## config.mk

```make
export PLATFORM = sky130hd
export DESIGN_NAME = ebw_ctrl
export DESIGN_NICKNAME = d
export VERILOG_FILES = /design/src/ebw_pkg.sv /design/src/ebw_len_if.sv /design/src/ebw_ctrl.sv /design/src/ebw_cycle_len.sv
export SDC_FILE = /design/constraint.sdc
export NUM_CORES = 1
export LEC_CHECK = 0
export BUFFER_PORTS_ARGS = -buffer_cell sky130_fd_sc_hd__buf_2
export CELL_PAD_IN_SITES_DETAIL_PLACEMENT = 0
export CELL_PAD_IN_SITES_GLOBAL_PLACEMENT = 2
export CORE_MARGIN = 4
export CORE_UTILIZATION = 28
export DETAILED_ROUTE_END_ITERATION = 8
export PLACE_DENSITY = 0.77
export REMOVE_ABC_BUFFERS = 1
export SYNTH_ARGS = -nofsm -noshare
export SYNTH_HDL_FRONTEND = slang
export SYNTH_SLANG_ARGS = --single-unit
```

## constraint.sdc

```tcl
create_clock -name clk_sys -period 2.1 [get_ports clk_sys]
set_input_delay 0.105 -clock clk_sys [delete_from_list [all_inputs] [get_ports clk_sys]]
set_output_delay 0.105 -clock clk_sys [all_outputs]
set_load 0.1 [all_outputs]
```

## src/ebw_pkg.sv

```systemverilog
// Constants and types shared by the external bus wait controller
package ebw_pkg;
    // ==========================================
    // Bus mode and wait count encodings
    localparam logic [1:0] EBW_MUX_NONE = 2'b00;
    localparam logic [1:0] EBW_MUX_CS2 = 2'b01;
    localparam logic [1:0] EBW_MUX_CS1 = 2'b10;
    localparam logic [1:0] EBW_MUX_ALL = 2'b11;
    localparam logic [1:0] EBW_WCNT_EXT = 2'b11;
    // Full-space multiplex keeps only the low address byte per area
    localparam int EBW_FULL_MUX_ADDR_BITS = 8;
    // ==========================================
    // Reset values of the captured configuration
    localparam logic EBW_RST_GWI = 1'b0;
    localparam logic [3:0] EBW_RST_WAIT_DIS = 4'h0;
    localparam logic [7:0] EBW_RST_WAIT_CNT = 8'h00;
    localparam logic [7:0] EBW_RST_WAIT_EXT = 8'h00;
    localparam logic [3:0] EBW_RST_CS_CFG = 4'h0;
    localparam logic [1:0] EBW_RST_MUX_SEL = 2'b00;
    localparam logic EBW_RST_BCLK_DIS = 1'b0;
    localparam logic EBW_RST_STYLE = 1'b0;
    // ==========================================
    // Cycle lengths in bus clocks
    localparam logic [3:0] EBW_LEN_1 = 4'h1;
    localparam logic [3:0] EBW_LEN_2 = 4'h2;
    localparam logic [3:0] EBW_LEN_3 = 4'h3;
    localparam logic [3:0] EBW_LEN_4 = 4'h4;
    localparam logic [3:0] EBW_LEN_5 = 4'h5;
    localparam logic [3:0] EBW_LEN_6 = 4'h6;
    localparam logic [3:0] EBW_LEN_7 = 4'h7;
    localparam logic [3:0] EBW_LEN_9 = 4'h9;
    // Bus clock runs at half of clk_sys: two ticks per bus clock
    localparam int EBW_TICKS_PER_BCLK = 2;
    // Pin synchroniser depth for the ready input
    localparam int EBW_SYNC_STAGES = 3;
    // ==========================================
    // Kinds of access and controller states
    typedef enum logic [1:0] {EBW_AREA_EXT, EBW_AREA_SFR, EBW_AREA_INT} ebw_area_e;
    typedef enum logic {EBW_ST_IDLE, EBW_ST_RUN} ebw_state_e;
endpackage : ebw_pkg

```

## src/ebw_len_if.sv

```systemverilog
// Interface between the controller and its cycle length decoder
`timescale 1ns/1ps
`default_nettype none
interface ebw_len_if;
    import ebw_pkg::*;
    ebw_area_e area;
    logic mux_area;
    logic write;
    logic wait_dis;
    logic gwi;
    logic flash_wait;
    logic [1:0] wait_cnt;
    logic [1:0] wait_ext;
    logic [3:0] len;
    // Decoder side
    modport calc (input area, mux_area, write, wait_dis, gwi, flash_wait,
                  input wait_cnt, wait_ext, output len);
    // Controller side
    modport user (output area, mux_area, write, wait_dis, gwi, flash_wait,
                  output wait_cnt, wait_ext, input len);
endinterface : ebw_len_if
`default_nettype wire

```

## src/ebw_ctrl.sv

```systemverilog
// External bus wait controller: pin sequencing, waits and ready handling
`timescale 1ns/1ps
`default_nettype none
module ebw_ctrl
    import ebw_pkg::*;
(
    // Clock and reset
    input wire logic clk_sys,
    input wire logic rst_b,
    // Configuration
    input wire logic bus_clock_out_disable,
    input wire logic [1:0] mux_region_select,
    input wire logic strobe_style_select,
    input wire logic global_wait_insert,
    input wire logic data_flash_wait,
    input wire logic [3:0] area_wait_disable,
    input wire logic [7:0] area_wait_count_reg,
    input wire logic [7:0] area_wait_extend_reg,
    input wire logic [3:0] chip_select_config,
    input wire logic byte_mode,
    input wire logic expansion_mode,
    // Access request
    input wire logic req_valid,
    output logic req_ready,
    input wire ebw_area_e req_area,
    input wire logic req_write,
    input wire logic [1:0] req_cs,
    input wire logic [19:0] req_addr,
    input wire logic [1:0] req_bytes,
    input wire logic [15:0] req_wdata,
    output logic done,
    output logic [15:0] rdata,
    // Bus pins
    output logic [19:0] addr_out,
    output logic [19:0] addr_pin_is_bus,
    output logic [15:0] data_out,
    output logic data_oe_n,
    input wire logic [15:0] data_in,
    output logic [3:0] cs_n,
    output logic [3:0] cs_pin_is_bus,
    output logic rd_n,
    output logic store_low_byte_n,
    output logic store_high_byte_n,
    output logic byte_high_enable_n,
    output logic ale,
    output logic bus_yield_ack_n,
    output logic bclk_out,
    output logic bclk_pin_is_bus,
    input wire logic ready_n_pin
);
    // ==========================================
    // Declarations
    ebw_state_e state_reg;
    logic phase_reg;
    logic [2:0] rdy_sync_reg;
    logic rdy_level_reg;
    logic hold_reg;
    logic first_reg;
    logic [3:0] bcnt_reg;
    logic mux_reg;
    logic use_rdy_reg;
    logic wr_reg;
    logic [1:0] bytes_reg;
    ebw_area_e area_reg;
    logic [15:0] wdata_reg;
    logic gwi_reg;
    logic bclk_dis_reg;
    logic style_reg;
    logic [1:0] msel_reg;
    logic [3:0] wdis_reg;
    logic [7:0] wcnt_reg;
    logic [7:0] wext_reg;
    logic [3:0] cscfg_reg;
    logic mux_area;
    logic full_mux;
    logic style_eff;
    logic [1:0] strb_on;
    logic [1:0] strb_off;
    logic rise_tick;
    logic fall_tick;
    logic start;
    ebw_len_if lif ();

    // Bus clock halves: high while phase_reg is 1
    assign rise_tick = ~phase_reg;
    assign fall_tick = phase_reg;
    assign start = (state_reg == EBW_ST_IDLE) && rise_tick && req_valid;
    assign full_mux = (msel_reg == EBW_MUX_ALL);
    // Area chosen for the multiplexed bus
    always_comb
    begin
        case (msel_reg)
            EBW_MUX_CS2: mux_area = (req_cs == 2'd2);
            EBW_MUX_CS1: mux_area = (req_cs == 2'd1);
            EBW_MUX_ALL: mux_area = 1'b1;
            default: mux_area = 1'b0;
        endcase
    end
    // Byte-wide bus forces the read/write/byte-high style
    assign style_eff = byte_mode ? 1'b0 : style_reg;
    // Strobe pin levels while active and idle
    assign strb_on = style_eff ? {~(req_write & req_bytes[1]), ~(req_write & req_bytes[0])}
                               : {~req_bytes[1], ~req_write};
    assign strb_off = style_eff ? 2'b11 : {byte_high_enable_n, 1'b1};

    // ==========================================
    // Cycle length decoder
    assign lif.area = req_area;
    assign lif.mux_area = mux_area;
    assign lif.write = req_write;
    assign lif.wait_dis = wdis_reg[req_cs];
    assign lif.gwi = gwi_reg;
    assign lif.flash_wait = data_flash_wait;
    assign lif.wait_cnt = wcnt_reg[2 * req_cs +: 2];
    assign lif.wait_ext = wext_reg[2 * req_cs +: 2];
    ebw_cycle_len u_len (
        .lif (lif)
    );

    // ==========================================
    // Configuration capture with reset values
    always_ff @(posedge clk_sys or negedge rst_b)
    begin
        if (!rst_b)
        begin
            gwi_reg <= EBW_RST_GWI;
            wdis_reg <= EBW_RST_WAIT_DIS;
            wcnt_reg <= EBW_RST_WAIT_CNT;
            wext_reg <= EBW_RST_WAIT_EXT;
            cscfg_reg <= EBW_RST_CS_CFG;
            msel_reg <= EBW_RST_MUX_SEL;
            bclk_dis_reg <= EBW_RST_BCLK_DIS;
            style_reg <= EBW_RST_STYLE;
        end
        else if (state_reg == EBW_ST_IDLE)
        begin
            gwi_reg <= global_wait_insert;
            wdis_reg <= area_wait_disable;
            wcnt_reg <= area_wait_count_reg;
            wext_reg <= area_wait_extend_reg;
            cscfg_reg <= chip_select_config;
            msel_reg <= mux_region_select;
            bclk_dis_reg <= bus_clock_out_disable;
            style_reg <= strobe_style_select;
        end
    end

    // ==========================================
    // Bus clock phase and clock pin
    always_ff @(posedge clk_sys or negedge rst_b)
    begin
        if (!rst_b)
        begin
            phase_reg <= 1'b0;
            bclk_out <= 1'b1;
            bclk_pin_is_bus <= 1'b1;
        end
        else
        begin
            phase_reg <= ~phase_reg;
            bclk_out <= bclk_dis_reg ? 1'b1 : ~phase_reg;
            bclk_pin_is_bus <= ~bclk_dis_reg;
        end
    end

    // Ready pin synchroniser; level changes once stages 2 and 3 agree
    always_ff @(posedge clk_sys or negedge rst_b)
    begin
        if (!rst_b)
        begin
            rdy_sync_reg <= 3'b111;
            rdy_level_reg <= 1'b1;
        end
        else
        begin
            rdy_sync_reg <= {rdy_sync_reg[1:0], ready_n_pin};
            if (rdy_sync_reg[2] == rdy_sync_reg[1])
            begin
                rdy_level_reg <= rdy_sync_reg[2];
            end
        end
    end

    // ==========================================
    // Ready wait state: decided at the falling bus clock edge
    always_ff @(posedge clk_sys or negedge rst_b)
    begin
        if (!rst_b)
        begin
            hold_reg <= 1'b0;
        end
        else if (state_reg == EBW_ST_RUN && fall_tick)
        begin
            if (hold_reg && rdy_level_reg)
            begin
                hold_reg <= 1'b0;
            end
            else if (bcnt_reg == EBW_LEN_1 && use_rdy_reg && !rdy_level_reg)
            begin
                hold_reg <= 1'b1;
            end
        end
    end

    // ==========================================
    // Sequencer and latched request
    always_ff @(posedge clk_sys or negedge rst_b)
    begin
        if (!rst_b)
        begin
            state_reg <= EBW_ST_IDLE;
            req_ready <= 1'b1;
            done <= 1'b0;
            rdata <= 16'h0000;
            bcnt_reg <= EBW_LEN_1;
            first_reg <= 1'b0;
            mux_reg <= 1'b0;
            use_rdy_reg <= 1'b0;
            wr_reg <= 1'b0;
            bytes_reg <= 2'b00;
            area_reg <= EBW_AREA_EXT;
            wdata_reg <= 16'h0000;
        end
        else
        begin
            done <= 1'b0;
            case (state_reg)
                EBW_ST_IDLE:
                begin
                    if (start)
                    begin
                        state_reg <= EBW_ST_RUN;
                        req_ready <= 1'b0;
                        bcnt_reg <= lif.len;
                        first_reg <= 1'b1;
                        mux_reg <= (req_area == EBW_AREA_EXT) && mux_area;
                        use_rdy_reg <= (req_area == EBW_AREA_EXT) && !wdis_reg[req_cs];
                        wr_reg <= req_write;
                        bytes_reg <= req_bytes;
                        area_reg <= req_area;
                        wdata_reg <= req_wdata;
                    end
                end
                EBW_ST_RUN:
                begin
                    // A held cycle does not advance at the rising edge
                    if (rise_tick && !hold_reg)
                    begin
                        first_reg <= 1'b0;
                        if (bcnt_reg == EBW_LEN_1)
                        begin
                            state_reg <= EBW_ST_IDLE;
                            req_ready <= 1'b1;
                            done <= 1'b1;
                            rdata <= data_in;
                        end
                        else
                        begin
                            bcnt_reg <= bcnt_reg - EBW_LEN_1;
                        end
                    end
                end
                default:
                begin
                    state_reg <= EBW_ST_IDLE;
                end
            endcase
        end
    end

    // ==========================================
    // Address, chip select and latch pins
    always_ff @(posedge clk_sys or negedge rst_b)
    begin
        if (!rst_b)
        begin
            addr_out <= 20'h0_0000;
            addr_pin_is_bus <= 20'h0_0000;
            cs_n <= 4'hf;
            cs_pin_is_bus <= 4'h0;
            ale <= 1'b0;
            byte_high_enable_n <= 1'b1;
        end
        else
        begin
            cs_pin_is_bus <= cscfg_reg;
            if (start && req_area != EBW_AREA_INT)
            begin
                if (full_mux && expansion_mode)
                begin
                    // Upper pins become ports; area window is one byte wide
                    addr_out <= {12'h000, req_addr[EBW_FULL_MUX_ADDR_BITS-1:0]};
                    addr_pin_is_bus <= 20'h0_01ff;
                end
                else
                begin
                    addr_out <= req_addr;
                    addr_pin_is_bus <= 20'hf_ffff;
                end
                byte_high_enable_n <= ~req_bytes[1];
                ale <= (req_area == EBW_AREA_EXT) && mux_area;
                if (req_area == EBW_AREA_EXT)
                begin
                    cs_n <= ~(cscfg_reg & (4'h1 << req_cs));
                end
            end
            else if (state_reg == EBW_ST_RUN && fall_tick && first_reg && !hold_reg)
            begin
                ale <= 1'b0;
            end
            else if (state_reg == EBW_ST_RUN && rise_tick && !hold_reg
                     && bcnt_reg == EBW_LEN_1)
            begin
                cs_n <= 4'hf;
                ale <= 1'b0;
            end
        end
    end

    // ==========================================
    // Data pins and strobes
    always_ff @(posedge clk_sys or negedge rst_b)
    begin
        if (!rst_b)
        begin
            data_out <= 16'h0000;
            data_oe_n <= 1'b1;
            rd_n <= 1'b1;
            store_low_byte_n <= 1'b1;
            store_high_byte_n <= 1'b1;
        end
        else if (start)
        begin
            if (req_area == EBW_AREA_INT)
            begin
                data_oe_n <= 1'b1;
                rd_n <= 1'b1;
                store_low_byte_n <= 1'b1;
                store_high_byte_n <= strb_off[1];
            end
            else if (req_area == EBW_AREA_EXT && mux_area)
            begin
                // Address phase on shared low data pins
                data_out <= byte_mode ? {8'h00, req_addr[7:0]} : {8'h00, req_addr[8:1]};
                data_oe_n <= 1'b0;
            end
            else
            begin
                data_out <= req_wdata;
                data_oe_n <= ~req_write;
                rd_n <= req_write;
                {store_high_byte_n, store_low_byte_n} <= strb_on;
            end
        end
        else if (state_reg == EBW_ST_RUN && rise_tick && !hold_reg)
        begin
            if (bcnt_reg == EBW_LEN_1)
            begin
                data_oe_n <= 1'b1;
                rd_n <= 1'b1;
                store_low_byte_n <= 1'b1;
                store_high_byte_n <= strb_off[1];
            end
            else if (first_reg && mux_reg)
            begin
                // Data phase; shared pins carry write data, any value is allowed
                data_out <= wdata_reg;
                data_oe_n <= ~wr_reg;
                rd_n <= wr_reg;
                store_low_byte_n <= style_eff ? ~(wr_reg & bytes_reg[0]) : ~wr_reg;
                store_high_byte_n <= style_eff ? ~(wr_reg & bytes_reg[1]) : ~bytes_reg[1];
            end
        end
    end

    // No hold request is honoured
    always_ff @(posedge clk_sys or negedge rst_b)
    begin
        if (!rst_b)
        begin
            bus_yield_ack_n <= 1'b1;
        end
        else
        begin
            bus_yield_ack_n <= 1'b1;
        end
    end

    // ==========================================
    // Checks
    logic [4:0] len_seen_reg;
    logic [4:0] len_exp_reg;
    always_ff @(posedge clk_sys or negedge rst_b)
    begin
        if (!rst_b)
        begin
            len_seen_reg <= 5'h00;
            len_exp_reg <= 5'h00;
        end
        else if (start)
        begin
            len_seen_reg <= 5'h00;
            len_exp_reg <= {1'b0, lif.len};
        end
        else if (state_reg == EBW_ST_RUN && rise_tick)
        begin
            len_seen_reg <= len_seen_reg + 5'h01;
            if (hold_reg)
            begin
                len_exp_reg <= len_exp_reg + 5'h01;
            end
        end
    end
endmodule : ebw_ctrl
`default_nettype wire

```

## src/ebw_cycle_len.sv

```systemverilog
// Decoder of bus cycle length from the wait settings
`timescale 1ns/1ps
`default_nettype none
module ebw_cycle_len
    import ebw_pkg::*;
(
    // Settings in, length out
    ebw_len_if.calc lif
);
    // ==========================================
    // Length table
    always_comb
    begin
        lif.len = EBW_LEN_2;
        if (lif.area == EBW_AREA_SFR)
        begin
            lif.len = EBW_LEN_2;
        end
        else if (lif.area == EBW_AREA_INT)
        begin
            lif.len = (lif.gwi || lif.flash_wait) ? EBW_LEN_2 : EBW_LEN_1;
        end
        else if (lif.gwi)
        begin
            lif.len = lif.mux_area ? EBW_LEN_3 : EBW_LEN_2;
        end
        else if (lif.wait_cnt == EBW_WCNT_EXT)
        begin
            case (lif.wait_ext)
                2'b00: lif.len = EBW_LEN_5;
                2'b01: lif.len = EBW_LEN_6;
                2'b10: lif.len = EBW_LEN_7;
                default: lif.len = EBW_LEN_9;
            endcase
        end
        else if (lif.mux_area)
        begin
            lif.len = (lif.wait_cnt == 2'b10) ? EBW_LEN_4 : EBW_LEN_3;
        end
        else if (lif.wait_dis && lif.wait_cnt == 2'b00)
        begin
            lif.len = lif.write ? EBW_LEN_2 : EBW_LEN_1;
        end
        else
        begin
            case (lif.wait_cnt)
                2'b00: lif.len = EBW_LEN_2;
                2'b01: lif.len = EBW_LEN_3;
                default: lif.len = EBW_LEN_4;
            endcase
        end
    end
endmodule : ebw_cycle_len
`default_nettype wire

```

[After elaboration in Yosys (flattened, before gate mapping)]
Cells that the tools add are included.
Widths: inputs -> output; s select.
Word-level totals
  bits in writable memories: 0
  logic and storage cells: 204
  memories kept: 0
  output and inout port bits: 91
  bits in latches: 0
  bits in registers: 152
  bits of input ports: 95
  bits in read-only memories: 0
Cells by class
  $lt $le $gt $ge: 1
  equal/unequal tests: 24
  bitwise gates (word level): 17
  multiply operators: 0
  reductions and logical operators: 41
  $add $sub $neg: 1
  muxes and demuxes: 81
  divide/modulo/power cells: 0
  shift operators: 3
Operators by type and width (number)
  $mux 16: 6
  $mux 4: 13
  $mux 1: 46
  $mux 20: 2
  $logic_and 1x1->1: 18
  $shiftx 8x4->2: 2
  $reduce_and 3->1: 5
  $eq 2x2->1 const B: 7
  $ne 2x2->1 const B: 6
  $pmux 4 s3: 1
  $not 1->1: 11
  $eq 2x1->1 const B: 5
  $mux 2: 4
  $mux 8: 1
  $pmux 4 s2: 1
  $reduce_and 2->1: 4
  $reduce_bool 2->1: 4
  $logic_not 2->1: 3
  $ne 2x1->1 const B: 3
  $pmux 1 s2: 3
  $pmux 3 s2: 1
  $reduce_bool 3->1: 2
  $and 1x1->1: 4
  $and 4x4->4: 1
  other kinds (13): 15

[Depth between registers and ports, before layout]
Gate-level depths: netlist of run 1.
  depth after elaboration: 11
  depth in mapped cells: 9

[Hierarchy]
Synthesis of run 1 repeated with hierarchy kept, for this count alone.
Unflattened totals
  cell total of the unflattened synthesis: 576
  area, all modules: 6064.6 um^2
Modules (own cells, without submodules)
  ebw_ctrl: times used 1, cells an instance 554, sequential area each 3374.5 um^2, area each 5913.2 um^2
  ebw_cycle_len: times used 1, cells an instance 22, sequential area each 0.0 um^2, area each 151.4 um^2

[Least setup slack after synthesis of run 1]
Ideal clock, no wire load.
  path kind: reg-to-reg
  start point: register msel_reg[1]
  end point: register rd_n
  buffers on the path: 0
  cell stages (with the launch flop): 8
  setup slack: 113 ps
  library setup time: 82 ps
  arrival: 1905 ps
  clock period less this slack: 1987 ps
  required time: 2018 ps
  path through: dfrtp_1 -> inv_1 -> ha_1 -> nand4bb_1 -> a311oi_4 -> nand2_1 -> nand2b_2 -> mux2_2
Between the ends
  word-level cells in the longest chain between the ends: 5
Ends and longest elaborated chain
  start, declared: line ebw_ctrl.sv:69  | logic [1:0] msel_reg;
  start signal, assigned: line ebw_ctrl.sv:142  | msel_reg <= mux_region_select;
  $eq 2x2->1 or $eq 2x1->1 (tied branches): line ebw_ctrl.sv:92  | case (msel_reg)
  $pmux 1 s3 *: line ebw_ctrl.sv:92
  $logic_and 1x1->1 *: line ebw_ctrl.sv:341  | else if (req_area == EBW_AREA_EXT && mux_area)
  $ne 3x2->1 (no source line) *
  $reduce_and 3->1 (no source line) *
  end signal, assigned: line ebw_ctrl.sv:351  | rd_n <= req_write;
  end signal, assigned: line ebw_ctrl.sv:369  | rd_n <= wr_reg;
  end, declared: line ebw_ctrl.sv:41  | output logic rd_n,
Mark *: on every way between the ends. The rest lies on a longest branch, timed or not.
A chain may end at the register's enable or synchronous reset.

[Worst setup path after layout of run 1]
Same ends and word-level chain as after synthesis.

==> results.cfg, run 1 <==
[die]
core_region_area_um2 = 21000
pin_count = 186
dieArea_um2 = 23700
rows = 53
die_y_um = 154
die_w_um = 154
initial_core_util = 0.284

[cts]
cts-root-buf = clkbuf_16
clkLatencyLatePin_ns = 0.42
clock-sinks = 134
clk_pin_slew_worst_paths_ns = 0.05
htreeDepth = 4
numCtsBuffers = 17
cts_tree = done
ctsLongestPathBuffers = 2

[critical_path]
cp_num_buf_inv = 1
crit_required_ns = 2.43
crit_fanout = 4
path_delay_family = simple AND/OR/NAND/NOR gates
path_cells = inv_2, ha_4, nand4b_4, a311oi_4, nand2_1, nand2b_2, mux2_2
path_class = reg -> reg
max_stage_delay_ns = 0.39
cp_slowest_cell = dfrtp_1
cp.arrival_ns = 2.32
cp-start-kind = flop
end_kind = flop

[outcome]
status = complete, no violations

[detailed_routing]
postRouteAntennaNets = 0
first_iter_violations = 219
wire_per_inst_um = 14.9
wirelength_um = 16900
drc = 0
first_pass_iters = 4
viasPerCell = 4.41
num_vias = 5026

[synthesis]
synth_area_um2 = 5970
synth.distinct_cells = 54
synth_top_area_frac = 0.491
synth-edff-count = 0
yosysSeqAreaShare = 0.566
synth_area_leaders = dfrtp_1 (49%), nand2_1 (12%), dfstp_2 (7.5%), mux2_2 (6.2%), buf_4 (2.5%)
synth_top_area_cell = dfrtp_1
synthCells = 578
avgSynthCellArea_um2 = 10.3
ys.flop_type = dfrtp_1
ys_ff_latch = 134
yosysWarnings = 0
async_reset_ff_frac = 1.00

[grt]
globalRouteMet1Util = 0.197
grt_pass1_vias = 5192
antenna_found_initial = 0
globalRouteMet3Util = 0.0400
grt.busiest_layer = met2
track_usage = 0.145
grt-ovfl-total = 0
use_met2 = 0.230
grt_pass1_wl_um = 27700
grt_max_degree = 60

[finish]
instances_no_fill = 1139
nNetsFinal = 953
regMostFlops = addr_out
antenna_cells = 0
largest_reg_flops = 20
syn_to_final_growth_pct = 45.6
final_area_um2 = 8690
drive_above_1_share = 0.361
fillers = 2103
final_cell_mix = buf_2 (184), nand2_1 (183), dfrtp_1 (116)
layout_commonest_cell = buf_2

[timing]
fin_skew_ns = 0.0122
setup_ws_ns = 0.111
hold_slack_ns = 0.108
tightest_slew_ns = 0.573
finalMaxSlewViolations = 0
layout_min_cycle_time_ns = 1.99
hold_viol_final = 0
finalSetupViolations = 0
min_period_over_period = 0.947
relSlewSlack = 0.618
max_freq_mhz = 503

[placed_design]
gp_congestion = 0.734
placed_cells = 1013
placedInstanceArea_um2 = 7180
portBuffers = 184
hpwl_um = 11700
pre_cts_slack_ns = 0.0533

[flow_run]
maxCapViolCount = 0

[worst_hold_path]
hp-class = in -> reg
-- cell type report --
| class | count | area (µm²) | share of cell area |
|---|---|---|---|
| clock buffer | 23 | 458 | 0.0527 |
| timing repair buffer | 300 | 2070 | 0.238 |
| clock inverter | 9 | 80.1 | 0.00922 |
| sequential | 134 | 3380 | 0.388 |
| multi-input combinational | 386 | 2320 | 0.267 |
| inverter | 12 | 45.0 | 0.00518 |
| tap | 275 | 344 | 0.0396 |
-- logic make-up after synthesis --
logic type	synth area share
AND/OR/NAND/NOR	0.181
flip-flops	0.566
AO/OA/AOI/OAI	0.0881
buffers and inverters	0.0543
multiplexers	0.0942
adder cells (fa/ha/maj)	0.0164
other	0.000628
-- routing by layer --
layer | up-vias | routed length [µm]
li1 | 2480 | -
met3 | 15 | 989
met5 | - | 0
met2 | 149 | 7810
met1 | 2382 | 7980
met4 | 0 | 172
-- cells in the mapped netlist, types with 7 or more instances --
cell / instances
nand2_1: 184
dfrtp_1: 117
mux2_2: 33
nor2_1: 26
o21ai_0: 22
buf_4: 20
dfstp_2: 17
nand3_1: 14
a31oi_1: 13
buf_2: 13
a21oi_1: 12
clkbuf_1: 11
inv_1: 11
mux2i_1: 10
o22a_1: 8
ha_1: 7
-- what timing repair did --
item / in CTS / in global routing
endpoints found under the setup margin: 0 / 20
setup buffers: 0 / 6
resized for setup: 0 / 11
hold buffers: 87 / 0
endpoints found under the hold margin: 133 / 0
-- final timing paths --
| check | slack (ns) | from | end | depth (start not counted) |
|---|---|---|---|---|
| max | 0.11 | msel_reg[1]$_DFFE_PN0N_ | rd_n$_DFFE_PN1P_ | 7 |
| min | 0.11 | req_cs[1] | cs_n[3]$_DFFE_PN1P_ | 2 |
| max reg2reg | 0.11 | msel_reg[1]$_DFFE_PN0N_ | rd_n$_DFFE_PN1P_ | 7 |
| min reg2reg | 0.35 | rdy_sync_reg[0]$_DFF_PN1_ | rdy_sync_reg[1]$_DFF_PN1_ | 0 |
| max in group asynchronous | 1.16 | rst_b | store_low_byte_n$_DFFE_PN1P_ | 3 |
| min in group asynchronous | 0.24 | rst_b | rdata[15]$_DFFE_PN0P_ | 2 |
-- through the flow --
stage,TNS [ns],util
4_1_cts,0,0.409
5_1_grt,-0.0328,0.413
2_1_floorplan,-152.36,-
3_5_place_dp,0,0.342
3_3_place_gp,0,0.342
6_report,0,0.413
Power of run 1 is not shown: default switching activity piles up to over one toggle a cycle in this logic, so the estimate is an artifact.
==> run 2, diff against run 1 <==
--- a/config.mk
+++ b/config.mk
@@ -5,13 +5,14 @@
 export SDC_FILE = /design/constraint.sdc
 export NUM_CORES = 1
 export LEC_CHECK = 0
+export ABC_AREA = 1
 export BUFFER_PORTS_ARGS = -buffer_cell sky130_fd_sc_hd__buf_2
 export CELL_PAD_IN_SITES_DETAIL_PLACEMENT = 0
 export CELL_PAD_IN_SITES_GLOBAL_PLACEMENT = 2
 export CORE_MARGIN = 4
-export CORE_UTILIZATION = 28
+export CORE_UTILIZATION = 27
 export DETAILED_ROUTE_END_ITERATION = 8
-export PLACE_DENSITY = 0.77
+export PLACE_DENSITY = 0.78
 export REMOVE_ABC_BUFFERS = 1
 export SYNTH_ARGS = -nofsm -noshare
 export SYNTH_HDL_FRONTEND = slang
==> run 2 against run 1 <==
Synthesized cell count increased by 28%. Critical path type unchanged. Highest routed layer is now met5. Via count increased by 10%. Register-to-register slack improved by 0.21 ns.
==> results.cfg, run 2 <==
[synthesis]
avgSynthCellArea_um2 = 8.46
synth_common_cells = nand2_1 (309), dfrtp_1 (117), inv_1 (45), nor2_1 (35), nand3_1 (34)
synth_area_leaders = dfrtp_1 (47%), nand2_1 (19%), dfstp_2 (7.1%), a21oi_2 (2.8%), nand3_1 (2.7%)
synth_fa_ha_area_frac = 0.0156
synth_top_area_cell = dfrtp_1
synth_simple_gate_area_share = 0.255
synth_top_area_frac = 0.468
synth_compound_area_frac = 0.0963
ys_ff_latch = 134
yosysWarnings = 0
async_reset_ff_frac = 1.00
synth.most_common_cell = nand2_1
synthCells = 739
ys.flop_type = dfrtp_1
synth_area_um2 = 6250
synth_top_family_by_area = simple AND/OR/NAND/NOR gates
yosysSeqAreaShare = 0.540
synth-edff-count = 0
synthXorXnorAreaFrac = 0
synth.distinct_cells = 40
synthMuxAreaShare = 0.0128

[finish]
antenna_cells = 0
largest_reg_flops = 20
nNetsFinal = 1094
instances_no_fill = 1290
layout_commonest_cell = nand2_1
final_cell_mix = nand2_1 (309), buf_2 (183), dfrtp_1 (117)
syn_to_final_growth_pct = 40.5
fillers = 2360
drive_above_1_share = 0.285
regMostFlops = addr_out

[die]
rows = 55
pin_count = 186
die_y_um = 160
initial_core_util = 0.275
dieArea_um2 = 25600
core_region_area_um2 = 22700
die_w_um = 160

[critical_path]
cp_slowest_cell = dfrtp_1
crit_fanout = 10
path_delay_family = simple AND/OR/NAND/NOR gates
path_class = reg -> reg
cp.arrival_ns = 2.11
path_cells = inv_2, nand3_4, nor2_1, nand3_1, buf_4, o21ai_1, nand2_1, a21oi_1
cp-start-kind = flop
end_kind = flop
max_stage_delay_ns = 0.46
crit_required_ns = 2.43
cp_num_buf_inv = 2

[placed_design]
hpwl_um = 12500
portBuffers = 184
placed_cells = 1176
gp_congestion = 0.794

[cts]
htreeDepth = 4
cts_resized = 0
clock-sinks = 134
clk_pin_slew_worst_paths_ns = 0.06
clkLatencyLatePin_ns = 0.41
numCtsBuffers = 17
ctsLongestPathBuffers = 2
cts_tree = done
cts-root-buf = clkbuf_16

[detailed_routing]
viasPerCell = 4.29
first_pass_iters = 4
num_vias = 5539
wire_per_inst_um = 13.8
wirelength_um = 17800
drc = 0
postRouteAntennaNets = 0
first_iter_violations = 271

[timing]
rsz0062_at_grt = no
max_freq_mhz = 563
finalMaxSlewViolations = 0
fin_skew_ns = 0.00891
layout_min_cycle_time_ns = 1.78
min_period_over_period = 0.846
finalSetupViolations = 0
relSlewSlack = 0.647
hold_viol_final = 0
tightest_slew_ns = 0.529

[grt]
antenna_found_initial = 1
grt_pass1_wl_um = 29500
grt_pass1_vias = 5651
grt-ovfl-total = 0
track_usage = 0.141
grt_max_degree = 51

[worst_hold_path]
hp-class = in -> reg

[outcome]
status = complete, no violations

[flow_run]
maxCapViolCount = 0
-- run 2: kinds of logic (layout without fill, tap and decap cells) --
group,count (synthesis),after routing
and+or+nand+nor,393,393
DFF,134,134
adders and majority gates,8,8
other,1,1
buffers and inverters,101,367
AOI/OAI and AO/OA,94,94
muxes,8,8
-- run 2: through the flow --
step / utilization / hold WS, ns / setup WS (ns) / instance area (µm²) / setup TNS [ns]
6_report: 0.387 / 0.0242 / 0.324 / 8780 / 0
5_1_grt: 0.387 / 0.0360 / 0.0458 / 8780 / 0
4_1_cts: 0.387 / 0.00103 / 0.272 / 8780 / 0
3_5_place_dp: 0.325 / 0.0959 / 0.208 / 7370 / 0
3_3_place_gp: 0.325 / 0.0933 / 0.188 / 7370 / 0
2_1_floorplan: - / -0.191 / -5.18 / 5960 / -131.32
-- run 2: final timing paths --
check	from	slack (ns)	depth (start not counted)	end
max	state_reg$_DFF_PN0_	0.32	8	data_out[1]$_DFFE_PN0P_
min	req_wdata[1]	0.02	3	wdata_reg[1]$_DFFE_PN0P_
max reg2reg	state_reg$_DFF_PN0_	0.32	8	data_out[1]$_DFFE_PN0P_
min reg2reg	rdy_sync_reg[0]$_DFF_PN1_	0.36	0	rdy_sync_reg[1]$_DFF_PN1_
max in group asynchronous	rst_b	1.13	3	req_ready$_DFFE_PN1P_
min in group asynchronous	rst_b	0.20	2	wdata_reg[2]$_DFFE_PN0P_
-- run 2: repair_timing --
item,CTS,global route
hold endpoints to repair,131,0
buffers inserted,0,0
setup endpoints to repair,0,0
hold buffers,82,0
-- run 2: cell type report --
cell class,instances,area (µm²),share of cell area
Tap cell,285,357,0.0406
Inverter,53,201,0.0229
Timing Repair Buffer,282,1880,0.214
Clock inverter,7,96.3,0.0110
Multi-Input combinational cell,504,2380,0.271
Clock buffer,25,495,0.0564
Sequential cell,134,3370,0.384
-- run 2: worst min-delay path, cell delays in order --
cell     delay, ns
buf_2         0.10
inv_1         0.08
o21ai_0       0.09
-- run 2: layer usage --
| metal | up-vias | GRT usage | share of wire |
|---|---|---|---|
| met2 | 145 | 0.225 | 0.45 |
| met5 | - | 0 | 0.00039 |
| met3 | 14 | 0.0374 | 0.052 |
| met4 | 2 | 0.0356 | 0.011 |
| li1 | 2826 | - | - |
| met1 | 2552 | 0.192 | 0.48 |
Power of run 2 is left out for the same reason.
==> run 3, diff against run 2 <==
==> constraint.sdc (replaced) <==
create_clock -name clk_sys -period 1.52 [get_ports clk_sys]
set_input_delay 0.076 -clock clk_sys [delete_from_list [all_inputs] [get_ports clk_sys]]
set_output_delay 0.076 -clock clk_sys [all_outputs]
set_load 0.1 [all_outputs]
==> run 3 against run 2 <==
Sequential share of layout area shrank 4.2 points. The run now ends with negative setup slack left. Flip-flop and latch count did not move. Largest cell class unchanged. Critical path type unchanged. Maximum frequency is 12% higher.
==> results.cfg, run 3 (synthesis gave the netlist of run 2 again) <==
[outcome]
status = finished with violations
violations = negative setup slack

[finish]
regMostFlops = addr_out
final_area_um2 = 9860
layout_commonest_cell = nand2_1
largest_reg_flops = 20
antenna_cells = 0
final_cell_mix = nand2_1 (287), buf_2 (163), dfrtp_1 (117)
final_util = 0.434
nNetsFinal = 1150
fillers = 2290
drive_above_1_share = 0.384
syn_to_final_growth_pct = 57.7

[timing]
hold_viol_final = 0
max_freq_mhz = 631
relSlewSlack = 0.647
fin_skew_ns = 0.00775
min_period_over_period = 1.04
layout_min_cycle_time_ns = 1.59
tightest_slew_ns = 0.533
finalMaxSlewViolations = 0
rsz0062_at_grt = yes
finalSetupViolations = 14
setup_ws_ns = -0.0651

[critical_path]
end_kind = flop
path_class = reg -> reg
cp.arrival_ns = 1.89
ff2ff_setup_slack_ns = -0.07
cp-start-kind = flop
crit_fanout = 8
crit_required_ns = 1.82

[grt]
grt_pass1_wl_um = 30000
track_usage = 0.144
antenna_found_initial = 0
grt-ovfl-total = 0
grt_max_degree = 41
grt_pass1_vias = 5802

[detailed_routing]
viasPerCell = 4.27
first_pass_iters = 4
first_iter_violations = 250
wirelength_um = 18500
drc = 0
wire_per_inst_um = 13.7
num_vias = 5751
postRouteAntennaNets = 0

[cts]
numCtsBuffers = 17
ctsLongestPathBuffers = 2
cts-root-buf = clkbuf_16
clkLatencyLatePin_ns = 0.41
clock-sinks = 134
htreeDepth = 4
clk_pin_slew_worst_paths_ns = 0.06
cts_tree = done

[placed_design]
portBuffers = 184
gp_congestion = 0.801
hpwl_um = 12800
placedInstanceArea_um2 = 7740

[worst_hold_path]
hp-class = in -> reg

[die]
rows = 55
initial_core_util = 0.275
pin_count = 186
die_y_um = 160
die_w_um = 160
core_region_area_um2 = 22700
dieArea_um2 = 25600

[flow_run]
maxCapViolCount = 0

[pwr]
powerDensity_nw_per_um2 = 2430
ir_drop_mv = 1.24
leakage_nw = 5.04
==> run 3: changes by cell type in the layout (fill, tap and decap cells not counted), sizes merged <==
cell,before,now
buf,200,232
clkbuf,25,41
bufinv,2,6
clkinv,2,5
dlygate4sd3,82,85
clkinvlp,3,1
==> run 3: per-stage QoR <==
step                      TNS [ns]  total power, mW  std cells  hold WS (ns)  setup WS, ns
after floorplan            -188.05             15.0        691        -0.220         -5.76
after global placement       -1.02             18.5       1215        0.0310       -0.0720
after detailed placement     -1.84             18.5       1215        0.0305        -0.114
after CTS                   -0.278             23.7       1333       0.00795       -0.0429
after global routing         -2.07             25.2       1346        0.0254        -0.184
final                       -0.442             23.9       1346        0.0389       -0.0651
==> run 3: layout make-up <==
| type | instances | area, µm² | area share |
|---|---|---|---|
| multi-input combinational | 504 | 2740 | 0.278 |
| timing repair buffer | 338 | 2500 | 0.253 |
| inverter | 53 | 211 | 0.0215 |
| clock buffer | 20 | 457 | 0.0463 |
| tap | 285 | 357 | 0.0362 |
| sequential | 134 | 3370 | 0.342 |
| clock inverter | 12 | 224 | 0.0227 |
==> run 3: worst max-delay path: stages (launching register included) <==
cell and delay, ns:
dfrtp_1 0.42, inv_2 0.08, ha_4 0.27, nand3_2 0.08, nand2_4 0.11, nand2_4 0.07, nor2_4 0.12, buf_12 0.16
nand2_2 0.05, nand2_1 0.06, a21oi_1 0.06
==> run 3: report_power, final <==
part           internal [mW]  switching (mW)
clock network           3.17            1.57
logic                   2.52            10.4
registers               5.24            1.02
total                   10.9            13.0
==> run 3: timing repair <==
item                                    4_1_cts  5_1_grt
buffers inserted                              1       12
endpoints found under the setup margin       24       48
cloned                                        0        1
pin swaps                                     8       31
hold buffers                                 85        0
endpoints found under the hold margin       190        0
resized for setup                            14      120
==> run 3: path summary, 6_finish.rpt <==
path | from | to | cells past startpoint
worst min-delay path | req_write | store_high_byte_n$_DFFE_PN1P_ | 4
worst max-delay path | msel_reg[1]$_DFFE_PN0N_ | data_out[0]$_DFFE_PN0P_ | 10
max in group asynchronous | rst_b | addr_out[14]$_DFFE_PN0P_ | 3
worst max register to register | msel_reg[1]$_DFFE_PN0N_ | data_out[0]$_DFFE_PN0P_ | 10
worst min register to register | rdy_sync_reg[0]$_DFF_PN1_ | rdy_sync_reg[1]$_DFF_PN1_ | 0
min in group asynchronous | rst_b | data_out[2]$_DFFE_PN0P_ | 2
==> run 3: per-layer routing <==
| metal | global-route usage | share of wire | vias up |
|---|---|---|---|
| li1 | - | - | 2934 |
| met1 | 0.202 | 0.49 | 2674 |
| met4 | 0.0309 | 0.0067 | 0 |
| met3 | 0.0366 | 0.043 | 9 |
| met2 | 0.226 | 0.46 | 134 |
| met5 | 0 | 0 | - |
(Power assumes the default switching activity.)
